`config.mk`:
```
export PLATFORM = sky130hd
export DESIGN_NAME = ipcr_input_pga_config_regs
export DESIGN_NICKNAME = d
export VERILOG_FILES = /design/src/core/ipcr_pkg.sv /design/src/core/ipcr_gain_decode.sv /design/src/core/ipcr_pin_decode.sv /design/src/core/ipcr_input_pga_config_regs.sv
export SDC_FILE = /design/constraint.sdc
export NUM_CORES = 1
export LEC_CHECK = 0
export BUFFER_PORTS_ARGS = -buffer_cell sky130_fd_sc_hd__clkbuf_2
export CORE_MARGIN = 1.5
export CORE_UTILIZATION = 50
export CTS_CLUSTER_DIAMETER = 40
export DETAILED_ROUTE_END_ITERATION = 8
export GPL_TIMING_DRIVEN = 0
export HOLD_SLACK_MARGIN = 0.06
export PLACE_DENSITY = 0.78
export SYNTH_ARGS = -nofsm -noshare
export SYNTH_HDL_FRONTEND = slang
export SYNTH_SLANG_ARGS = --single-unit
```
`constraint.sdc`:
```
create_clock -name ref_clk -period 2.9 [get_ports ref_clk]
set_clock_uncertainty 0.05 [all_clocks]
set_input_delay 0.58 -clock ref_clk [delete_from_list [all_inputs] [get_ports ref_clk]]
set_output_delay 0.58 -clock ref_clk [all_outputs]
set_load 0.1 [all_outputs]
```
`src/core/ipcr_pkg.sv`:
```
/*
 package for the input programmable-gain configuration registers: offsets, field positions,
 reset values, mode codes, the line gain lookup table and the mic gain constants.
 assumes a plain register port with byte-wide data and byte addresses.
*/
package ipcr_pkg;

   localparam int ADDR_W = 8;
   localparam int DATA_W = 8;

   // ----------------------------------------------------------------
   // register offsets
   // ----------------------------------------------------------------
   localparam logic [7:0] RIGHT_INPUT_GAIN_CTRL_OFS = 8'h2d;
   localparam logic [7:0] LEFT_INPUT_CONFIG_OFS     = 8'h2e;
   localparam logic [7:0] RIGHT_INPUT_CONFIG_OFS    = 8'h2f;

   // ----------------------------------------------------------------
   // field positions
   // ----------------------------------------------------------------
   localparam int SILENCE_BIT = 7;
   localparam int GAIN_LSB    = 0;
   localparam int GAIN_W      = 5;
   localparam int CMR_BIT     = 6;
   localparam int MINUS_LSB   = 4;
   localparam int PLUS_LSB    = 2;
   localparam int MODE_LSB    = 0;
   localparam int SEL_W       = 2;

   // ----------------------------------------------------------------
   // reset values
   // ----------------------------------------------------------------
   localparam logic       SILENCE_RST = 1'h1;
   localparam logic [4:0] GAIN_RST    = 5'h05;
   localparam logic       CMR_RST     = 1'h1;
   localparam logic [1:0] MINUS_RST   = 2'h0;
   localparam logic [1:0] PLUS_RST    = 2'h1;
   localparam logic [1:0] MODE_RST    = 2'h0;

   // ----------------------------------------------------------------
   // codes
   // ----------------------------------------------------------------
   localparam logic [1:0] MODE_SINGLE    = 2'h0;
   localparam logic [1:0] MODE_DIFF_LINE = 2'h1;
   localparam logic [1:0] MODE_DIFF_MIC  = 2'h2;
   localparam logic [1:0] MODE_RESERVED  = 2'h3;

   // one-hot pin selections: one, two, three
   localparam logic [2:0] PIN_ONE   = 3'h1;
   localparam logic [2:0] PIN_TWO   = 3'h2;
   localparam logic [2:0] PIN_THREE = 3'h4;

   // gain in tenths of a dB, signed
   localparam int GAIN_DB_W = 10;
   localparam logic [4:0] MIC_CODE_RESERVED = 5'h00;
   localparam logic [4:0] MIC_CODE_TOP      = 5'h07;
   localparam logic signed [9:0] MIC_GAIN_BASE = 10'sd90;
   localparam logic signed [9:0] MIC_GAIN_STEP = 10'sd30;
   localparam logic signed [9:0] MIC_GAIN_TOP  = 10'sd300;

   typedef logic signed [GAIN_DB_W-1:0] ipcr_gain_t;

   // single-ended and differential-line table, -1.5 dB to +28.3 dB
   localparam ipcr_gain_t LINE_GAIN [32] = '{
      -10'sd15, -10'sd13, -10'sd10, -10'sd7, -10'sd3, 10'sd0, 10'sd3, 10'sd7,
      10'sd10, 10'sd14, 10'sd18, 10'sd23, 10'sd27, 10'sd32, 10'sd37, 10'sd42,
      10'sd48, 10'sd54, 10'sd60, 10'sd67, 10'sd75, 10'sd83, 10'sd92, 10'sd102,
      10'sd114, 10'sd127, 10'sd143, 10'sd162, 10'sd192, 10'sd223, 10'sd252, 10'sd283
   };

endpackage

```
`src/core/ipcr_gain_decode.sv`:
```
/*
 gain decoder: turns the 5-bit gain code and the input mode into a gain in tenths of a dB.
 assumes the code and mode come from registers on the same clock; purely combinational.
*/
`timescale 1ns/10ps
module ipcr_gain_decode (
   input  wire logic [4:0]          gain_code,
   input  wire logic [1:0]          mode,
   output      ipcr_pkg::ipcr_gain_t gain_tenth_db,
   output      logic                code_reserved
);

   always_comb begin
      gain_tenth_db = ipcr_pkg::LINE_GAIN[gain_code];
      code_reserved = 1'b0;
      if (mode == ipcr_pkg::MODE_DIFF_MIC) begin
         if (gain_code == ipcr_pkg::MIC_CODE_RESERVED) begin
            // reserved code: hold the lowest mic step so the stage never sees nonsense
            gain_tenth_db = ipcr_pkg::MIC_GAIN_BASE + ipcr_pkg::MIC_GAIN_STEP;
            code_reserved = 1'b1;
         end else if (gain_code >= ipcr_pkg::MIC_CODE_TOP) begin
            gain_tenth_db = ipcr_pkg::MIC_GAIN_TOP;
         end else begin
            gain_tenth_db = ipcr_pkg::ipcr_gain_t'(ipcr_pkg::MIC_GAIN_BASE
                            + ipcr_pkg::MIC_GAIN_STEP * $signed({5'h00, gain_code}));
         end
      end else if (mode == ipcr_pkg::MODE_RESERVED) begin
         code_reserved = 1'b1;
      end
   end

endmodule

```
`src/core/ipcr_pin_decode.sv`:
```
/*
 pin selector decoder: turns a 2-bit pin select field into a one-hot choice of three pins.
 assumes the field comes from a register on the same clock; purely combinational.
*/
`timescale 1ns/10ps
module ipcr_pin_decode (
   input  wire logic [1:0] sel,
   output      logic [2:0] pin_onehot
);

   always_comb begin
      // 1x both pick the third pin
      if (sel[1]) begin
         pin_onehot = ipcr_pkg::PIN_THREE;
      end else if (sel[0]) begin
         pin_onehot = ipcr_pkg::PIN_TWO;
      end else begin
         pin_onehot = ipcr_pkg::PIN_ONE;
      end
   end

endmodule

```
`src/core/ipcr_input_pga_config_regs.sv`:
```
/*
 register bank for the analogue input gain stage: right gain and silence, left input
 configuration, and the right input mode that steers the right gain decode.
 assumes a single-clock software port with a one-cycle read latency; outputs drive the
 analogue stage directly from flip-flops.
*/
// Decided for this implementation: the plain strobed port.
// How it works
// - right gain register bit 7 silences right amplifier; resets to silenced.
// - line or single-ended mode: five-bit gain follows table, -1.5 to +28.3 dB.
// - mic mode: code 0 reserved, 1..6 give +12..+27 dB, rest +30 dB.
// - right gain code resets to 00101: 0 dB line, +24 dB mic.
// - left bit 6 enables common rejection, reset 1, active only in line mode.
// - left bits 5:4 choose minus pin, swap role in mic mode, reset 00.
// - left bits 3:2 choose plus pin, swap role in mic mode, reset 01.
// - left bits 1:0 select mode; 11 reserved, software must not write it.
// - right mode comes from separate two-bit field, same coding as left.
`timescale 1ns/10ps
module ipcr_input_pga_config_regs (
   input  wire logic                    ref_clk,
   input  wire logic                    rst,
   input  wire logic [7:0]              addr,
   input  wire logic [7:0]              wdata,
   input  wire logic                    wr_en,
   input  wire logic                    rd_en,
   output      logic [7:0]              rdata,
   output      logic                    right_pga_silence,
   output      logic signed [9:0]       right_gain_tenth_db,
   output      logic                    right_gain_reserved,
   output      logic                    left_common_rejection_en,
   output      logic [2:0]              left_inv_pin,
   output      logic [2:0]              left_noninv_pin,
   output      logic [1:0]              left_mode,
   output      logic                    left_mode_reserved
);

   // ----------------------------------------------------------------
   // register fields
   // ----------------------------------------------------------------
   logic       right_pga_silence_q;
   logic [4:0] right_pga_gain_q;
   logic       left_common_rejection_en_q;
   logic [1:0] left_minus_pin_sel_q;
   logic [1:0] left_plus_pin_sel_q;
   logic [1:0] left_mode_q;
   logic [1:0] right_mode_q;
   logic [7:0] rdata_d;

   logic signed [9:0] gain_dec;
   logic              gain_res;
   logic [2:0]        minus_pin;
   logic [2:0]        plus_pin;

   logic wr_right_gain;
   logic wr_left_cfg;
   logic wr_right_cfg;

   assign wr_right_gain = wr_en && (addr == ipcr_pkg::RIGHT_INPUT_GAIN_CTRL_OFS);
   assign wr_left_cfg   = wr_en && (addr == ipcr_pkg::LEFT_INPUT_CONFIG_OFS);
   assign wr_right_cfg  = wr_en && (addr == ipcr_pkg::RIGHT_INPUT_CONFIG_OFS);

   // ----------------------------------------------------------------
   // right gain register
   // ----------------------------------------------------------------
   always_ff @(posedge ref_clk) begin
      if (rst) begin
         right_pga_silence_q <= ipcr_pkg::SILENCE_RST;
         right_pga_gain_q    <= ipcr_pkg::GAIN_RST;
      end else if (wr_right_gain) begin
         right_pga_silence_q <= wdata[ipcr_pkg::SILENCE_BIT];
         right_pga_gain_q    <= wdata[ipcr_pkg::GAIN_LSB +: ipcr_pkg::GAIN_W];
      end
   end

   // ----------------------------------------------------------------
   // left configuration register
   // ----------------------------------------------------------------
   always_ff @(posedge ref_clk) begin
      if (rst) begin
         left_common_rejection_en_q <= ipcr_pkg::CMR_RST;
         left_minus_pin_sel_q       <= ipcr_pkg::MINUS_RST;
         left_plus_pin_sel_q        <= ipcr_pkg::PLUS_RST;
         left_mode_q                <= ipcr_pkg::MODE_RST;
      end else if (wr_left_cfg) begin
         left_common_rejection_en_q <= wdata[ipcr_pkg::CMR_BIT];
         left_minus_pin_sel_q       <= wdata[ipcr_pkg::MINUS_LSB +: ipcr_pkg::SEL_W];
         left_plus_pin_sel_q        <= wdata[ipcr_pkg::PLUS_LSB +: ipcr_pkg::SEL_W];
         // the reserved code is stored as written so software can see its mistake
         left_mode_q                <= wdata[ipcr_pkg::MODE_LSB +: ipcr_pkg::SEL_W];
      end
   end

   // ----------------------------------------------------------------
   // right mode field, only the mode bits live here
   // ----------------------------------------------------------------
   always_ff @(posedge ref_clk) begin
      if (rst) begin
         right_mode_q <= ipcr_pkg::MODE_RST;
      end else if (wr_right_cfg) begin
         right_mode_q <= wdata[ipcr_pkg::MODE_LSB +: ipcr_pkg::SEL_W];
      end
   end

   // ----------------------------------------------------------------
   // decoders
   // ----------------------------------------------------------------
   ipcr_gain_decode u_gain (
      .gain_code     (right_pga_gain_q),
      .mode          (right_mode_q),
      .gain_tenth_db (gain_dec),
      .code_reserved (gain_res)
   );

   ipcr_pin_decode u_minus (
      .sel        (left_minus_pin_sel_q),
      .pin_onehot (minus_pin)
   );

   ipcr_pin_decode u_plus (
      .sel        (left_plus_pin_sel_q),
      .pin_onehot (plus_pin)
   );

   // ----------------------------------------------------------------
   // outputs to the analogue stage, registered
   // ----------------------------------------------------------------
   always_ff @(posedge ref_clk) begin
      if (rst) begin
         right_pga_silence   <= ipcr_pkg::SILENCE_RST;
         right_gain_tenth_db <= ipcr_pkg::LINE_GAIN[ipcr_pkg::GAIN_RST];
         right_gain_reserved <= 1'b0;
      end else begin
         right_pga_silence   <= right_pga_silence_q;
         right_gain_tenth_db <= gain_dec;
         right_gain_reserved <= gain_res;
      end
   end

   always_ff @(posedge ref_clk) begin
      if (rst) begin
         left_common_rejection_en <= 1'b0;
         left_inv_pin             <= ipcr_pkg::PIN_ONE;
         left_noninv_pin          <= ipcr_pkg::PIN_TWO;
         left_mode                <= ipcr_pkg::MODE_RST;
         left_mode_reserved       <= 1'b0;
      end else begin
         // rejection only has meaning in differential-line mode
         left_common_rejection_en <= left_common_rejection_en_q
                                     && (left_mode_q == ipcr_pkg::MODE_DIFF_LINE);
         left_mode                <= left_mode_q;
         left_mode_reserved       <= (left_mode_q == ipcr_pkg::MODE_RESERVED);
         if (left_mode_q == ipcr_pkg::MODE_DIFF_MIC) begin
            // mic mode swaps which side each select field drives
            left_noninv_pin <= minus_pin;
            left_inv_pin    <= plus_pin;
         end else begin
            left_inv_pin    <= minus_pin;
            left_noninv_pin <= plus_pin;
         end
      end
   end

   // ----------------------------------------------------------------
   // read path
   // ----------------------------------------------------------------
   always_comb begin
      rdata_d = 8'h00;
      unique case (addr)
         ipcr_pkg::RIGHT_INPUT_GAIN_CTRL_OFS: begin
            rdata_d[ipcr_pkg::SILENCE_BIT] = right_pga_silence_q;
            rdata_d[ipcr_pkg::GAIN_LSB +: ipcr_pkg::GAIN_W] = right_pga_gain_q;
         end
         ipcr_pkg::LEFT_INPUT_CONFIG_OFS: begin
            rdata_d[ipcr_pkg::CMR_BIT] = left_common_rejection_en_q;
            rdata_d[ipcr_pkg::MINUS_LSB +: ipcr_pkg::SEL_W] = left_minus_pin_sel_q;
            rdata_d[ipcr_pkg::PLUS_LSB +: ipcr_pkg::SEL_W]  = left_plus_pin_sel_q;
            rdata_d[ipcr_pkg::MODE_LSB +: ipcr_pkg::SEL_W]  = left_mode_q;
         end
         ipcr_pkg::RIGHT_INPUT_CONFIG_OFS: begin
            rdata_d[ipcr_pkg::MODE_LSB +: ipcr_pkg::SEL_W] = right_mode_q;
         end
         default: begin
            rdata_d = 8'h00;
         end
      endcase
   end

   // read data stands only in the cycle after the strobe, zero otherwise
   always_ff @(posedge ref_clk) begin
      if (rst) begin
         rdata <= 8'h00;
      end else if (rd_en) begin
         rdata <= rdata_d;
      end else begin
         rdata <= 8'h00;
      end
   end

endmodule

```
Word level (Yosys, flattened, before mapping)
Memory sizes are Yosys's and may differ from the RTL's.
Cells that the tools add are included.
{"block": "op_classes", "add_sub_neg": 1, "mul": 1, "order_cmp": 2, "eq_ne": 8, "n_mux": 16, "n_bitwise": 4, "n_reduce_logical": 8}
{"cell": "two-way mux 10 bit", "n": 5}
{"cell": "equality test 8 x 6 -> 1 bit, second input constant", "n": 3}
{"cell": "two-way mux 3 bit", "n": 4}
{"cell": "adder 8 x 10 -> 10 bit, first input constant", "n": 1}
{"cell": "multiplier 4 x 5 -> 9 bit, first input constant", "n": 1}
{"cell": "equality test 2 bit, second input constant", "n": 4}
{"cell": ">= comparator 6 bit, second input constant", "n": 1}
{"cell": "inverter 5 -> 6 bit", "n": 1}
{"cell": "case mux 2 bit (3 select lines)", "n": 1}
{"cell": "case mux 3 bit (2 select lines)", "n": 1}
{"cell": "OR reduction 3 bit", "n": 2}
{"cell": ">= comparator 5 x 3 -> 1 bit, second input constant", "n": 1}
{"cell": "zero test 5 bit", "n": 1}
{"cell": "logical AND 1 bit", "n": 4}
{"cell": "two-way mux 2 bit", "n": 2}
{"cell": "two-way mux 1 bit", "n": 3}
{"cell": "inverter 1 bit", "n": 3}
{"cell": "equality test 2 x 1 -> 1 bit, second input constant", "n": 1}
{"cell": "OR reduction 2 bit", "n": 1}
{"block": "totals", "register_bits": 45, "mem_bits_ro": 320, "input_bits": 20, "output_inout_bits": 30, "word_cells": 59, "mem_count": 1}
{"name": "(name not given)", "depth": 32, "word_bits": 10, "read_ports": 1, "rd_ports_with_merged_regs": 0, "write_ports": 0, "line_no": "ipcr_gain_decode.sv:14", "rtl": "gain_tenth_db = ipcr_pkg::LINE_GAIN[gain_code];"}

Logic depth before layout (Yosys ltp)
{"block": "depth", "ltp_word": 5, "ltp_mapped": 12, "mapped_depth_nobuf": 11}

Cells and area by module
A second synthesis with hierarchy kept.
{"block": "unflattened", "cells_unflattened": 325, "hier_area_um2": 2924.1}
{"mod": "ipcr_input_pga_config_regs", "instances": 1, "cells_each": 154, "area_each_um2": 1616.6, "seq_area_each_um2": 900.9}
{"mod": "ipcr_gain_decode", "instances": 1, "cells_each": 165, "area_each_um2": 1267.5, "seq_area_each_um2": 0.0}
{"mod": "ipcr_pin_decode", "instances": 2, "cells_each": 3, "area_each_um2": 20.0, "seq_area_each_um2": 0.0}

Least setup slack after synthesis
OpenSTA, ideal clock, no wires.
{"block": "synth_path", "kind": "flip-flop to flip-flop", "startpoint": "reg right_pga_gain_q[3]", "endpoint": "reg right_gain_tenth_db[8]", "setup_ps": 84, "arrival_time_ps": 2956, "required_time_ps": 2766, "path_slack_ps": -191, "path_stages_with_launch": 13, "path_buffers": 1, "period_less_slack_ps": 3091, "path_cell_list": "dfxtp_1 -> buf_2 -> inv_2 -> fa_1 -> fa_1 -> inv_1 -> ha_1 -> nand2b_1 -> a21oi_1 -> xor2_1 -> o21ai_1 -> xor2_1 -> o31ai_2"}
{"block": "synth_between", "elab_chain_len": 5, "word_cells_on_any_way": 11, "classes_between": "add/sub (1); mul (1); order compare (1); mux (5); bitwise (1); reduce/logical (1); memory (1)"}
{"item": "from (decl)", "line_no": "ipcr_input_pga_config_regs.sv:41", "rtl": "logic [4:0] right_pga_gain_q;"}
{"item": "from (signal assigned)", "line_no": "ipcr_input_pga_config_regs.sv:68", "rtl": "right_pga_gain_q <= ipcr_pkg::GAIN_RST;"}
{"item": "from (signal assigned)", "line_no": "ipcr_input_pga_config_regs.sv:71", "rtl": "right_pga_gain_q <= wdata[ipcr_pkg::GAIN_LSB +: ipcr_pkg::GAIN_W];"}
{"item": "multiplier 4 x 5 -> 9 bit or inverter 5 -> 6 bit (tied branches)", "line_no": "ipcr_gain_decode.sv:25, ipcr_gain_decode.sv:14"}
{"item": "adder 8 x 10 -> 10 bit or memory read (32 x 10 bit) (tied branches)"}
{"item": "two-way mux 10 bit, on equally long branches", "line_no": "ipcr_gain_decode.sv:21, ipcr_gain_decode.sv:14"}
{"item": "two-way mux 10 bit, on equally long branches", "line_no": "ipcr_gain_decode.sv:17, ipcr_gain_decode.sv:14"}
{"item": "two-way mux 10 bit (*)", "line_no": "ipcr_gain_decode.sv:16", "rtl": "if (mode == ipcr_pkg::MODE_DIFF_MIC) begin"}
{"item": "to (signal assigned)", "line_no": "ipcr_input_pga_config_regs.sv:130", "rtl": "right_gain_tenth_db <= ipcr_pkg::LINE_GAIN[ipcr_pkg::GAIN_RST];"}
{"item": "to (signal assigned)", "line_no": "ipcr_input_pga_config_regs.sv:134", "rtl": "right_gain_tenth_db <= gain_dec;"}
{"item": "to (decl)", "line_no": "ipcr_input_pga_config_regs.sv:28", "rtl": "output logic signed [9:0] right_gain_tenth_db,"}
Every way passes the cells marked *; elsewhere a longest branch is shown, timed or not. The select of a mux whose other input is x is not followed.
A chain may end at the register's enable or synchronous reset.

Worst setup path in the final report
{"block": "layout_path", "startpoint": "reg right_pga_gain_q[0]", "endpoint": "reg right_gain_tenth_db[9]"}
Same word-level chain as after synthesis.

==> results.toml <==
[placement]
io_buffers = 49
dp_hpwl_microns = 4800
routabilityCongestion = 0.951
pre_cts_ws_ps = -559

[synthesis]
yosysTopAreaCell = "dfxtp_1"
synth_xor_area_share_pct = 3.20
synth_top_flop_cell = "dfxtp_1"
synth_adder_area_share_pct = 15.7
synthSimpleGateAreaFrac_pct = 21.9
avgSynthCellArea_sq_um = 8.57
synth_cells = 319
yosys-top-cells-area = "dfxtp_1, ha_1, fa_1, nor2_1, a21oi_1"
yosysTopAreaCellShare_pct = 33.0
synth_compound_area_share_pct = 18.3
synthMuxAreaShare_pct = 3.11
synth_top_family_by_area = "simple AND/OR/NAND/NOR gates"
synth_fp_nets = 369
yosysUniqueCellTypes = 52
async_reset_ff_share_pct = 0
synth_edf_count = 0
synth_area_sq_um = 2730
ys_seq_elements = 45
ys_seq_area_share_pct = 33.0
yosysWarningCount = 0

[cells_and_area]
diodes = 0
drive_gt1_share_pct = 28.9
layout.nets = 437
syn2layout_area_growth_pct = 27.5
fin_util_pct = 67.0

[pwr]
power.density_nw_per_um2 = 355
cellLeakagePower_nw = 1.52
peakVddDrop_mv = 0.403

[detailed_routing]
vias = 2582
via_per_inst = 5.64
postRouteAntennaNets = 0
wl_microns = 6830
drt_iter0_drc = 375
dr.max_layer_used = "met4"
wl_met3_microns = 414
routedWlPerCell_microns = 14.9
wl_met2_microns = 3210
met1Wirelength_microns = 3120
dr.pass1.iters = 6
drc = 0

[sta]
period_needed_ps = 3020
finalHoldViolations = 0
rsz0062_at_grt = "true"
finalSetupViolCount = 4
finalWorstSetupSlack_ps = -121
worst_pin_slew_ps = 548
period_share_pct = 104
holdWs_ps = 438
drv_slew = 0
clock.fmax_ghz = 0.331
maxSlewHeadroom_pct = 63.6

[worst_setup_path]
r2r_cells = 10
worstReg2RegStart = "right_pga_gain_q[0]$_SDFFE_PP1P_"
end_kind = "register"
cp_data_required_time_ps = 3030
arrival_ps = 3150
crit_fanout = 5
r2r_setup_slack_ps = -120
startpoint_type = "register"
reg2reg_to = "right_gain_tenth_db[9]$_SDFF_PP0_"
critPathKind = "reg2reg"

[worst_hold_path]
hp-class = "reg2reg"
hold_path_depth = 1
hold_end = "right_pga_silence$_SDFF_PP1_"
min_from = "right_pga_silence_q$_SDFFE_PP1P_"

[floorplan]
io_pins = 50
design.core.area_sq_um = 5200
die_h_microns = 76.9
initial_utilization_pct = 52.5
row_count = 26
die_area_sq_um = 5920
die_w_microns = 76.9

[global_routing]
grt.total_usage_pct = 23.1
grt_overflow = 0
grt_pass1_vias = 2341
grt_pass1_wl_microns = 11000
antenna_found_initial = 0
grt_max_degree = 15

[clocking]
root_buffer = "clkbuf_8"
htree_levels = 2
cts_buffer_depth = 2
cts_tree = "yes"
clk-insertion-delay-late_ps = 300
clock_sinks = 45
path_clk_slew_ps = 90
holdBufCountCts = 0
cts_buffers = 5

[status]
status = "complete, but fails checks"
violations = "setup timing"

[flow_run]
maxCapViolations = 0
-- layer usage --
metal  up-vias  GRT usage (%)
li1       1254              -
met1      1223           31.3
met2        94           37.8
met3        11           4.05
met4         0           5.93
met5         -              0
-- power by group --
group          switching, mW  total (mW)  leakage [nW]  internal [mW]
logic                 0.0403      0.0648          1.09         0.0244
registers           0.000730       0.614         0.365          0.614
clock network          0.218       0.560        0.0681          0.342
-- flip-flops by register name (all words and copies together) (netlist names), 3 cells and up --
signal / flops
right_gain_tenth_db: 10
rdata: 8
right_pga_gain_q: 5
left_inv_pin: 3
left_noninv_pin: 3
-- cell usage after synthesis (2+ instances only) --
| cell type | n |
|---|---|
| nor3b_1 | 5 |
| nor3_1 | 7 |
| a31oi_1 | 2 |
| and2_1 | 2 |
| a211o_1 | 3 |
| fa_1 | 7 |
| dfxtp_1 | 45 |
| nand3_1 | 15 |
| xor2_1 | 5 |
| mux2i_1 | 4 |
| nor2b_1 | 7 |
| inv_2 | 3 |
| nand3b_1 | 6 |
| o311ai_0 | 2 |
| mux4_2 | 2 |
| a22oi_1 | 6 |
| and3_1 | 5 |
| xnor2_1 | 5 |
| a21oi_1 | 24 |
| inv_1 | 18 |
| nand2b_1 | 6 |
| a221o_1 | 2 |
| a311oi_1 | 2 |
| nor2_1 | 33 |
| o211ai_1 | 3 |
| clkbuf_1 | 9 |
| nand2_1 | 25 |
| a211oi_1 | 5 |
| ha_1 | 23 |
| o21ai_0 | 11 |
| buf_2 | 4 |
| a221oi_1 | 2 |
| or3_1 | 2 |
-- cells in the final DEF (no fill, tap or decap), drive strengths merged, types with 2 or more instances in the layout --
cell,netlist,routed
nand3,15,15
fa,7,7
a211oi,5,5
xor2,5,5
and2,2,2
a221o,2,2
a31oi,2,2
or2,2,2
ha,23,23
clkbuf,9,63
xnor2,5,5
o311ai,2,2
mux2i,4,4
nand3b,6,6
a22oi,6,6
nor3,7,7
o21ai,12,12
o211ai,4,4
buf,4,16
and3,5,5
nor2b,8,8
nor2,33,33
a211o,3,3
inv,21,21
o22ai,2,2
a21oi,24,24
bufinv,0,2
a311oi,2,2
nand2,25,25
nand2b,6,6
nor3b,5,5
mux4,2,2
o31ai,2,2
a221oi,2,2
dfxtp,45,45
or3,2,2
-- cells by family (layout without fill, tap and decap cells) --
kind of cell               after synthesis  in the layout
AOI/OAI and AO/OA                       74             74
xor gates and xnor gates                10             10
adders and majority gates               30             30
buffers and inverters                   34            103
DFF                                     45             45
muxes                                    6              6
and+or+nand+nor                        120            120
-- layout make-up --
| type | count | area (sq um) |
|---|---|---|
| Multi-Input combinational cell | 240 | 1850 |
| Fill cell | 428 | 1720 |
| Sequential cell | 45 | 920 |
| Timing Repair Buffer | 62 | 343 |
| Inverter | 21 | 96.3 |
| Tap cell | 70 | 87.6 |
| Clock buffer | 5 | 68.8 |
| Clock inverter | 3 | 65.1 |
| Buffer | 12 | 51.3 |
-- worst max-delay path by stage --
stage	start	cells past startpoint	endpoint
global placement	right_pga_gain_q[0]$_SDFFE_PP1P_	12	right_gain_tenth_db[9]$_SDFF_PP0_
CTS	right_pga_gain_q[0]$_SDFFE_PP1P_	10	right_gain_tenth_db[8]$_SDFF_PP0_
detailed placement	right_pga_gain_q[0]$_SDFFE_PP1P_	12	right_gain_tenth_db[9]$_SDFF_PP0_
floorplan	right_pga_gain_q[0]$_SDFFE_PP1P_	12	right_gain_tenth_db[8]$_SDFF_PP0_
global route	right_pga_gain_q[0]$_SDFFE_PP1P_	10	right_gain_tenth_db[8]$_SDFF_PP0_
finish	right_pga_gain_q[0]$_SDFFE_PP1P_	10	right_gain_tenth_db[9]$_SDFF_PP0_
-- critical path, cell delays in order (launching register included) --
cell and delay [ps]:
dfxtp_4 370, fa_1 570, inv_1 70, fa_1 480, fa_2 390, nand2b_4 170
a21oi_2 190, nor4_2 60, a311oi_2 290, xnor2_1 180, o22ai_2 80
-- stage by stage --
step           setup TNS (ps)  power (mW)  instance area [sq um]  std cells
2_1_floorplan               0       0.666                   2770        319
3_3_place_gp            -1660       0.691                   3100        438
3_5_place_dp            -2150       0.692                   3100        438
4_1_cts                  -271        1.24                   3360        450
5_1_grt                  -889        1.26                   3490        458
6_report                 -350        1.24                   3490        458
-- timing repair --
item / CTS / global route
buffers inserted: 5 / 8
gates resized for setup: 21 / 16
setup endpoints to repair: 5 / 5
hold endpoints to repair: 0 / 0
pin swaps: 8 / 9
Note: power is estimated with default switching activity, not from simulation.
